File: src/inc/pzg_pkg.sv
// Purpose: shared constants and types for the port zero gpio block
// Assumes: axi4-lite register access, 32-bit data, 250 MHz clock
// Notes: offsets are byte addresses of aligned words
package pzg_pkg;
  // ==========================================================
  // register map
  localparam logic [3:0] PZG_OFS_DATA = 4'h0; // data latch / pin read
  localparam logic [3:0] PZG_OFS_DIR = 4'h4; // direction
  localparam logic [3:0] PZG_OFS_AIDIS = 4'h8; // analog input disable
  localparam logic [3:0] PZG_OFS_CTRL = 4'hc; // standby / lcd control
  localparam logic [3:0] PZG_OFS_DATA_RMW = 4'h0; // rmw alias base nibble
  localparam logic [4:0] PZG_OFS_RMW_HI = 5'h10; // rmw view of the latch
  // ==========================================================
  // reset values
  localparam logic [7:0] PZG_RST_DATA = 8'h00;
  localparam logic [7:0] PZG_RST_DIR = 8'h00;
  localparam logic [7:0] PZG_RST_AIDIS = 8'h00;
  localparam logic [7:0] PZG_RST_SEGSEL = 8'h00;
  // ==========================================================
  // control register field positions
  localparam int PZG_CTRL_PIN_STATE = 0; // standby pin state bit
  localparam int PZG_CTRL_PORT_IN_CTL = 1; // port input control bit
  localparam int PZG_CTRL_SEGSEL_LSB = 8; // segment select bits [15:8]
  // ==========================================================
  // axi responses
  localparam logic [1:0] PZG_RESP_OKAY = 2'b00;
  localparam logic [1:0] PZG_RESP_SLVERR = 2'b10;
  // ==========================================================
  // pin bundles travel together
  typedef struct packed {
    logic [7:0] outVal; // level driven when enabled
    logic [7:0] outEn; // high while the port drives
  } pzg_pin_drv_t;
  typedef struct packed {
    logic [7:0] periphOut; // shared peripheral output levels
    logic [7:0] periphEn; // shared peripheral output enables
  } pzg_periph_t;
endpackage

File: src/hdl/pzg_sync.sv
// Purpose: two-flop synchroniser for the eight pin inputs
// Assumes: one clock domain on the capture side
// Notes: first stage read only by the second stage
`timescale 1ns/10ps
module pzg_sync (
  // clock and reset
  input wire logic clk,
  input wire logic srst,
  // data
  input wire logic [7:0] asyncIn,
  output logic [7:0] syncOut
);
  import pzg_pkg::*;
  // ==========================================================
  // metastability chain
  logic [7:0] meta_ff; // first stage, not observed elsewhere
  logic [7:0] sync_ff; // second stage, safe to use
  always_ff @(posedge clk) begin
    if (srst) begin
      meta_ff <= 8'h00;
      sync_ff <= 8'h00;
    end else begin
      meta_ff <= asyncIn;
      sync_ff <= meta_ff;
    end
  end
  assign syncOut = sync_ff;
endmodule

File: src/hdl/pzg_pad_gate.sv
// Purpose: per-pin drive and input gating with standby isolation
// Assumes: inputs other than periph and irqEn are registered by the caller
// Notes: purely combinational per bit, generated eight times
`timescale 1ns/10ps
module pzg_pad_gate (
  // configuration
  input wire logic [7:0] dirBits,
  input wire logic [7:0] latchBits,
  input wire logic [7:0] segSel,
  input wire logic portInCtl,
  input wire logic isolate,
  input wire logic [7:0] irqEn,
  // peripheral outputs
  input wire pzg_pkg::pzg_periph_t periph,
  // synchronised pin levels
  input wire logic [7:0] pinSync,
  // results
  output pzg_pkg::pzg_pin_drv_t drv,
  output logic [7:0] digIn
);
  import pzg_pkg::*;
  // ==========================================================
  // one slice per pin; bit n serves pin n
  genvar gi;
  generate
    for (gi = 0; gi < 8; gi++) begin : g_pin
      // a segment pin is owned by the lcd once the input control is set
      logic lcdOwned;
      assign lcdOwned = segSel[gi] & portInCtl;
      // port drive wins over peripheral; isolation kills both
      assign drv.outEn[gi] = ~isolate & ~lcdOwned &
                             (dirBits[gi] | periph.periphEn[gi]);
      assign drv.outVal[gi] = dirBits[gi] ? latchBits[gi] : periph.periphOut[gi];
      // isolated inputs lock low unless external interrupt is armed
      assign digIn[gi] = (isolate & ~irqEn[gi]) ? 1'b0 : pinSync[gi];
    end
  endgenerate
endmodule

File: src/hdl/pzg_port0.sv
// Purpose: eight-bit port zero with analog, lcd and interrupt sharing
// Assumes: axi4-lite master keeps one write and one read in flight
// Notes: read-modify-write reads use the alias offset at 0x10
// Operation
// direction one makes pin drive latch
// output pin shows current latch value
// writes always latch; inputs not driven
// output pin read returns latch
// input pin: pin read; rmw: latch
// peripheral drive visible on ordinary reads
// software sets disable bit for digital
// reset clears direction and analog disable
// standby with pin state isolates pins
// armed interrupt pins keep input open
// pin state zero keeps pins unchanged
// software clears both bits for analog
// pin level always feeds interrupt circuit; here unarmed pins feed 0 while isolated
// software sequence for lcd segment use
// software sequence for gpio on lcd pin
// software disables other shared outputs
// data read differs; latch via rmw
// peripheral input pin reads pin level
// software disables unused external interrupts
// bit n controls pin n
// pins synchronised by two flops
`timescale 1ns/10ps
module pzg_port0 (
  // clock and reset
  input wire logic clk,
  input wire logic srst,
  // axi4-lite write address
  input wire logic [4:0] s_axi_awaddr,
  input wire logic s_axi_awvalid,
  output logic s_axi_awready,
  // axi4-lite write data
  input wire logic [31:0] s_axi_wdata,
  input wire logic [3:0] s_axi_wstrb,
  input wire logic s_axi_wvalid,
  output logic s_axi_wready,
  // axi4-lite write response
  output logic [1:0] s_axi_bresp,
  output logic s_axi_bvalid,
  input wire logic s_axi_bready,
  // axi4-lite read address
  input wire logic [4:0] s_axi_araddr,
  input wire logic s_axi_arvalid,
  output logic s_axi_arready,
  // axi4-lite read data
  output logic [31:0] s_axi_rdata,
  output logic [1:0] s_axi_rresp,
  output logic s_axi_rvalid,
  input wire logic s_axi_rready,
  // pins (three signals each)
  input wire logic [7:0] pinIn,
  output logic [7:0] pinOut,
  output logic [7:0] pinOe,
  // shared peripherals
  input wire pzg_pkg::pzg_periph_t periph,
  input wire logic [7:0] irqEnable,
  input wire logic standbyReq,
  // towards peripherals
  output logic [7:0] irqPinLevel,
  output logic [7:0] digitalIn,
  output logic [7:0] analogEnable,
  output logic [7:0] segmentEnable
);
  import pzg_pkg::*;
  // ==========================================================
  // software registers
  logic [7:0] data_ff; // output latch
  logic [7:0] dir_ff; // direction, 1 = output
  logic [7:0] aidis_ff; // analog input disable
  logic [7:0] segsel_ff; // segment select bits
  logic pinState_ff; // standby pin state bit
  logic portInCtl_ff; // port input control bit
  // ==========================================================
  // bus handshake state
  logic awHeld_ff; // write address captured
  logic wHeld_ff; // write data captured
  logic [4:0] awAddr_ff; // captured write address
  logic [31:0] wData_ff; // captured write data
  logic [3:0] wStrb_ff; // captured strobes
  logic bValid_ff; // write response pending
  logic [1:0] bResp_ff; // write response code
  logic arReady_ff; // read address ready
  logic rValid_ff; // read data pending
  logic [31:0] rData_ff; // read data
  logic [1:0] rResp_ff; // read response code
  // ==========================================================
  // pin side registers
  logic [7:0] pinOut_ff; // registered pin level
  logic [7:0] pinOe_ff; // registered pin enable
  logic [7:0] irqLvl_ff; // level to interrupt circuit
  logic [7:0] digIn_ff; // gated digital input
  logic [7:0] anaEn_ff; // analog path enable
  logic [7:0] segEn_ff; // segment driver enable
  logic isolate_ff; // standby isolation in force
  // ==========================================================
  // combinational helpers
  logic [7:0] pinSync; // synchronised pins
  logic [7:0] gatedIn; // after standby gating
  pzg_pin_drv_t drv; // pad drive from gate
  logic wrFire; // both write halves present
  logic [31:0] ctrlWord; // control register image

  // ==========================================================
  // decoding used by both read and write paths
  function automatic logic addr_known(input logic [4:0] a);
    if (a == {1'b0, PZG_OFS_DATA}) begin
      addr_known = 1'b1;
    end else if (a == {1'b0, PZG_OFS_DIR}) begin
      addr_known = 1'b1;
    end else if (a == {1'b0, PZG_OFS_AIDIS}) begin
      addr_known = 1'b1;
    end else if (a == {1'b0, PZG_OFS_CTRL}) begin
      addr_known = 1'b1;
    end else if (a == PZG_OFS_RMW_HI) begin
      addr_known = 1'b1;
    end else begin
      addr_known = 1'b0;
    end
  endfunction

  // ==========================================================
  // pin capture, then gating
  pzg_sync u_sync (
    .clk(clk),
    .srst(srst),
    .asyncIn(pinIn),
    .syncOut(pinSync)
  );

  pzg_pad_gate u_gate (
    .dirBits(dir_ff),
    .latchBits(data_ff),
    .segSel(segsel_ff),
    .portInCtl(portInCtl_ff),
    .isolate(isolate_ff),
    .irqEn(irqEnable),
    .periph(periph),
    .pinSync(pinSync),
    .drv(drv),
    .digIn(gatedIn)
  );

  assign wrFire = awHeld_ff & wHeld_ff & ~bValid_ff;
  assign ctrlWord = {16'h0000, segsel_ff, 6'h00, portInCtl_ff, pinState_ff};

  // ==========================================================
  // write address / data capture, either order
  always_ff @(posedge clk) begin
    if (srst) begin
      awHeld_ff <= 1'b0;
      awAddr_ff <= 5'h00;
    end else if (s_axi_awvalid && s_axi_awready) begin
      awHeld_ff <= 1'b1;
      awAddr_ff <= s_axi_awaddr;
    end else if (wrFire) begin
      awHeld_ff <= 1'b0;
    end
  end

  always_ff @(posedge clk) begin
    if (srst) begin
      wHeld_ff <= 1'b0;
      wData_ff <= 32'h0000_0000;
      wStrb_ff <= 4'h0;
    end else if (s_axi_wvalid && s_axi_wready) begin
      wHeld_ff <= 1'b1;
      wData_ff <= s_axi_wdata;
      wStrb_ff <= s_axi_wstrb;
    end else if (wrFire) begin
      wHeld_ff <= 1'b0;
    end
  end

  // ready straight from flops; low while a half is held
  always_ff @(posedge clk) begin
    if (srst) begin
      s_axi_awready <= 1'b0;
      s_axi_wready <= 1'b0;
    end else begin
      s_axi_awready <= ~awHeld_ff & ~(s_axi_awvalid & s_axi_awready) & ~bValid_ff;
      s_axi_wready <= ~wHeld_ff & ~(s_axi_wvalid & s_axi_wready) & ~bValid_ff;
    end
  end

  // write response after both halves
  always_ff @(posedge clk) begin
    if (srst) begin
      bValid_ff <= 1'b0;
      bResp_ff <= PZG_RESP_OKAY;
    end else if (wrFire) begin
      bValid_ff <= 1'b1;
      bResp_ff <= addr_known(awAddr_ff) ? PZG_RESP_OKAY : PZG_RESP_SLVERR;
    end else if (s_axi_bready) begin
      bValid_ff <= 1'b0;
    end
  end

  // ==========================================================
  // register writes; byte lane 0 carries data, lane 1 also carries the control segment select
  always_ff @(posedge clk) begin
    if (srst) begin
      data_ff <= PZG_RST_DATA;
      dir_ff <= PZG_RST_DIR;
      aidis_ff <= PZG_RST_AIDIS;
      segsel_ff <= PZG_RST_SEGSEL;
      pinState_ff <= 1'b0;
      portInCtl_ff <= 1'b0;
    end else if (wrFire) begin
      // data alias and rmw alias both land in the latch
      if ((awAddr_ff == {1'b0, PZG_OFS_DATA} || awAddr_ff == PZG_OFS_RMW_HI)
          && wStrb_ff[0]) begin
        data_ff <= wData_ff[7:0];
      end else if (awAddr_ff == {1'b0, PZG_OFS_DIR} && wStrb_ff[0]) begin
        dir_ff <= wData_ff[7:0];
      end else if (awAddr_ff == {1'b0, PZG_OFS_AIDIS} && wStrb_ff[0]) begin
        aidis_ff <= wData_ff[7:0];
      end else if (awAddr_ff == {1'b0, PZG_OFS_CTRL}) begin
        if (wStrb_ff[0]) begin
          pinState_ff <= wData_ff[PZG_CTRL_PIN_STATE];
          portInCtl_ff <= wData_ff[PZG_CTRL_PORT_IN_CTL];
        end
        if (wStrb_ff[1]) begin
          segsel_ff <= wData_ff[PZG_CTRL_SEGSEL_LSB +: 8];
        end
      end
    end
  end

  // ==========================================================
  // read channel; one read at a time
  always_ff @(posedge clk) begin
    if (srst) begin
      arReady_ff <= 1'b0;
      rValid_ff <= 1'b0;
      rData_ff <= 32'h0000_0000;
      rResp_ff <= PZG_RESP_OKAY;
    end else if (s_axi_arvalid && arReady_ff) begin
      arReady_ff <= 1'b0;
      rValid_ff <= 1'b1;
      rResp_ff <= addr_known(s_axi_araddr) ? PZG_RESP_OKAY : PZG_RESP_SLVERR;
      if (s_axi_araddr == {1'b0, PZG_OFS_DATA}) begin
        // output pins give latch, others the true pin level
        rData_ff <= {24'h000000, (dir_ff & data_ff) | (~dir_ff & pinSync)};
      end else if (s_axi_araddr == PZG_OFS_RMW_HI) begin
        rData_ff <= {24'h000000, data_ff};
      end else if (s_axi_araddr == {1'b0, PZG_OFS_DIR}) begin
        rData_ff <= {24'h000000, dir_ff};
      end else if (s_axi_araddr == {1'b0, PZG_OFS_AIDIS}) begin
        rData_ff <= {24'h000000, aidis_ff};
      end else if (s_axi_araddr == {1'b0, PZG_OFS_CTRL}) begin
        rData_ff <= ctrlWord;
      end else begin
        rData_ff <= 32'h0000_0000;
      end
    end else if (rValid_ff) begin
      if (s_axi_rready) begin
        rValid_ff <= 1'b0;
        arReady_ff <= 1'b1;
      end
    end else begin
      arReady_ff <= 1'b1;
    end
  end

  // ==========================================================
  // standby isolation follows request only with pin state set
  always_ff @(posedge clk) begin
    if (srst) begin
      isolate_ff <= 1'b0;
    end else begin
      isolate_ff <= standbyReq & pinState_ff;
    end
  end

  // pin drive and peripheral-side outputs, all registered
  always_ff @(posedge clk) begin
    if (srst) begin
      pinOut_ff <= 8'h00;
      pinOe_ff <= 8'h00;
      irqLvl_ff <= 8'h00;
      digIn_ff <= 8'h00;
      anaEn_ff <= 8'h00;
      segEn_ff <= 8'h00;
    end else begin
      pinOut_ff <= drv.outVal;
      pinOe_ff <= drv.outEn;
      irqLvl_ff <= gatedIn;
      // digital input only where analog use is disabled
      digIn_ff <= gatedIn & aidis_ff;
      anaEn_ff <= ~aidis_ff & ~dir_ff;
      segEn_ff <= segsel_ff & {8{portInCtl_ff}} & ~dir_ff & {8{~isolate_ff}};
    end
  end

  assign pinOut = pinOut_ff;
  assign pinOe = pinOe_ff;
  assign irqPinLevel = irqLvl_ff;
  assign digitalIn = digIn_ff;
  assign analogEnable = anaEn_ff;
  assign segmentEnable = segEn_ff;
  assign s_axi_bvalid = bValid_ff;
  assign s_axi_bresp = bResp_ff;
  assign s_axi_arready = arReady_ff;
  assign s_axi_rvalid = rValid_ff;
  assign s_axi_rdata = rData_ff;
  assign s_axi_rresp = rResp_ff;
endmodule

File: config.mk
export PLATFORM = sky130hd
export DESIGN_NAME = pzg_port0
export DESIGN_NICKNAME = d
export VERILOG_FILES = /design/src/inc/pzg_pkg.sv /design/src/hdl/pzg_sync.sv /design/src/hdl/pzg_pad_gate.sv /design/src/hdl/pzg_port0.sv
export SDC_FILE = /design/constraint.sdc
export NUM_CORES = 1
export LEC_CHECK = 0
export ABC_CLOCK_PERIOD_IN_PS = 1700
export BUFFER_PORTS_ARGS = -buffer_cell sky130_fd_sc_hd__buf_2
export CAP_MARGIN = 20
export CORE_MARGIN = 1.5
export CORE_UTILIZATION = 45
export CTS_CLUSTER_DIAMETER = 50
export DETAILED_ROUTE_END_ITERATION = 10
export PLACE_DENSITY = 0.72
export SETUP_SLACK_MARGIN = 0.2
export SLEW_MARGIN = 20
export SYNTH_ARGS = -nofsm -noshare
export SYNTH_HDL_FRONTEND = slang
export SYNTH_HIERARCHICAL = 1
export SYNTH_SLANG_ARGS = --single-unit
File: constraint.sdc
create_clock -name clk -period 1.7 [get_ports clk]
set_input_delay 0.34 -clock clk [delete_from_list [all_inputs] [get_ports clk]]
set_output_delay 0.34 -clock clk [all_outputs]
set_load 0.02 [all_outputs]
==> reports/results.ini <==
[run_status]
outcome = complete, no violations

[worst_setup_path]
crit_type = reg -> reg
worst-path-max-fanout = 8
critPathBufInv = 1
endpoint_kind = register
crit_family = simple AND/OR/NAND/NOR gates
slowest_stage = or4_4
path_cells = or3b_4, or4_4, buf_12, mux2i_2, nor2_1
cp-start-kind = register
slowest_delay_ns = 0.44
crit_arrival_ns = 1.94
worstPathRequired_ns = 1.99

[timing]
period_needed_ns = 1.656
fmax_mhz = 603.9
maxSlewViolCount = 0
setup_slack_ns = 0.04399
hold_violations = 0
fin_skew_ns = 0.01971
finalSetupViolCount = 0
fin_setup_tns_ns = 0
finalCritPeriodShare_pct = 97.41
rsz0062_at_grt = yes

[power]
switching_share_pct = 23.95
power_density_nw_per_um2 = 1094
p_int_w = 0.005873
pwr-share-seq_pct = 46.6
max-vdd-ir-drop_v = 0.0005293
leakagePower_nw = 3.201
clkPwrFrac_pct = 46.4
combPwrFrac_pct = 7.0
p_switching_w = 0.001849

[cells_and_area]
layout-drive-gt1-share_pct = 34.44
syn_to_final_growth_pct = 28.51
post-route-cell-area_um2 = 7062
fillerInstances = 1053
nets = 796
antenna-diode-count = 0
utilization_pct = 59.04

[floorplanning]
die_w_um = 113.5
boundaryPins = 175
core_um2 = 11960
dieHeight_um = 113.5
initial_core_util_pct = 45.94
num_rows = 40
die-area_um2 = 12880

[placement]
port_buffers = 138
routabilityCongestion = 0.8932
hpwlAfterDp_um = 9690
place_area_um2 = 6394
dp_slack_ns = 0.006834

[min_path]
hold_path.class = in -> reg

[drt]
drt-initial-drc-count = 213
num_vias = 4484
wirelength_um = 13700
postRouteAntennaNets = 0
drc = 0
vias_per_cell = 5.154
first_pass_iters = 6
wire_per_inst_um = 15.75

[grt]
grt_first_pass_wirelength_um = 21390
overflow = 0
use_met3_pct = 5.526
busiest_layer = met2
antenna_found_initial = 0
grt_max_degree = 49
grt_pass1_vias = 4344
use_met2_pct = 36.79
grt_use_met1_pct = 25.84
grt.total_usage_pct = 21.51

[clocking]
cts_sinks = 147
hold_buffers = 0
cts_tree = built
path_clk_slew_ns = 0.07
cts-root-buf = clkbuf_16
clockBufferDepth = 2
numCtsBuffers = 17
cts_max_level = 4
clock_latency_ns = 0.42

[synthesis]
dominantRegCellSynth = dfxtp_1
async_flop_share_pct = 0
yosysWarnings = 6
ys_seq_elements = 147
netlist_area_um2 = 5495
synth_cell_types = 45
avgSynthCellArea_um2 = 9.955
synth-edff-count = 0
synthCells = 552
synth_seq_area_share_pct = 53.55

[job]
cap_viol_max_count = 0

==> cells by family (layout without fill, tap and decap cells) <==
group	after synthesis	in the layout	synth area share, %
compound gates	94	94	11.73
buf+inv	61	215	5.965
flops	147	147	53.55
mux	48	48	9.062
other cells	1	18	0.06824
simple gates	201	201	19.63
==> through the flow <==
step | instances | hold WS [ns] | power [W]
CTS | 868 | 0.1288 | 0.007767
floorplan | 569 | 0.4148 | 0.004009
global placement | 835 | 0.4212 | 0.004180
detailed placement | 835 | 0.4267 | 0.004196
global route | 870 | 0.1226 | 0.008007
finish | 870 | 0.1359 | 0.007723
==> cells in the final DEF (no fill, tap or decap), types with 9 or more instances in the layout <==
master       n
dfxtp_1    143
buf_2      137
nand2_1     52
nor2_1      49
a21oi_1     37
nor2b_1     33
mux2i_1     32
buf_4       22
inv_1       18
conb_1      18
clkbuf_16   17
o21ai_0     15
nor3_1      10
mux2_2      10
and2_1       9
==> power groups by stage <==
stage | Clock, W | Combinational [W] | Sequential, W
6_report | 0.00358 | 0.000542 | 0.00360
3_3_place_gp | 0 | 0.000514 | 0.00367
2_1_floorplan | 0 | 0.000290 | 0.00372
3_5_place_dp | 0 | 0.000526 | 0.00367
5_1_grt | 0.00381 | 0.000591 | 0.00361
4_1_cts | 0.00364 | 0.000535 | 0.00360
==> cell usage after synthesis, drive strengths merged, types with 4 or more instances <==
| master | count | area [um2] |
|---|---|---|
| a211oi | 8 | 100.1 |
| a21boi | 8 | 67.56 |
| a21oi | 37 | 185.2 |
| a22o | 8 | 70.07 |
| and2 | 9 | 56.30 |
| and2b | 6 | 52.55 |
| buf | 24 | 188.9 |
| clkbuf | 19 | 71.32 |
| dfxtp | 147 | 2943 |
| inv | 18 | 67.56 |
| mux2 | 14 | 157.7 |
| mux2i | 34 | 340.3 |
| nand2 | 52 | 195.2 |
| nand3 | 7 | 35.03 |
| nor2 | 49 | 183.9 |
| nor2b | 40 | 267.8 |
| nor3 | 12 | 71.32 |
| nor3b | 9 | 67.56 |
| o21ai | 15 | 75.07 |
| o22ai | 4 | 25.02 |
| o32ai | 6 | 52.55 |
==> worst register-to-register path, cell delays in order, from the launching register on <==
cell and delay [ns]:
dfxtp_2 0.32, or3b_4 0.39, or4_4 0.44, buf_12 0.17
mux2i_2 0.16, nor2_1 0.06
==> cell type report <==
type | count | area [um2] | share of cell area [%]
multi-input cells | 361 | 2337 | 33.10
flip-flops and latches | 147 | 2950 | 41.78
clock buffers | 19 | 452.9 | 6.414
well taps | 147 | 183.9 | 2.605
inverters | 18 | 67.56 | 0.9568
clock inverters | 13 | 125.1 | 1.772
repair buffers | 165 | 944.7 | 13.38
==> worst paths after layout <==
kind | startpoint | endpoint | slack, ns | depth (start not counted)
setup reg to reg | awAddr_ff[1]$_SDFFE_PP0P_ | data_ff[3]$_SDFFE_PP0P_ | 0.04 | 5
hold reg to reg | u_sync/meta_ff[4]$_SDFF_PP0_ | u_sync/syncOut[4]$_SDFF_PP0_ | 0.44 | 1
setup / recovery | awAddr_ff[1]$_SDFFE_PP0P_ | data_ff[3]$_SDFFE_PP0P_ | 0.04 | 5
hold / removal | pinIn[2] | u_sync/meta_ff[2]$_SDFF_PP0_ | 0.14 | 2
==> metal layers <==
metal	vias up	share of wire, %
li1	2162	-
met1	2122	42
met2	172	50
met3	28	5.5
met4	0	1.8
met5	-	0
==> timing repair <==
| action | 4_1_cts | 5_1_grt |
|---|---|---|
| endpoints found under the setup margin | 16 | 42 |
| gates resized for setup | 7 | 12 |
| setup buffers | 1 | 2 |
| pin swaps | 0 | 2 |
(Power assumes the default switching activity.)
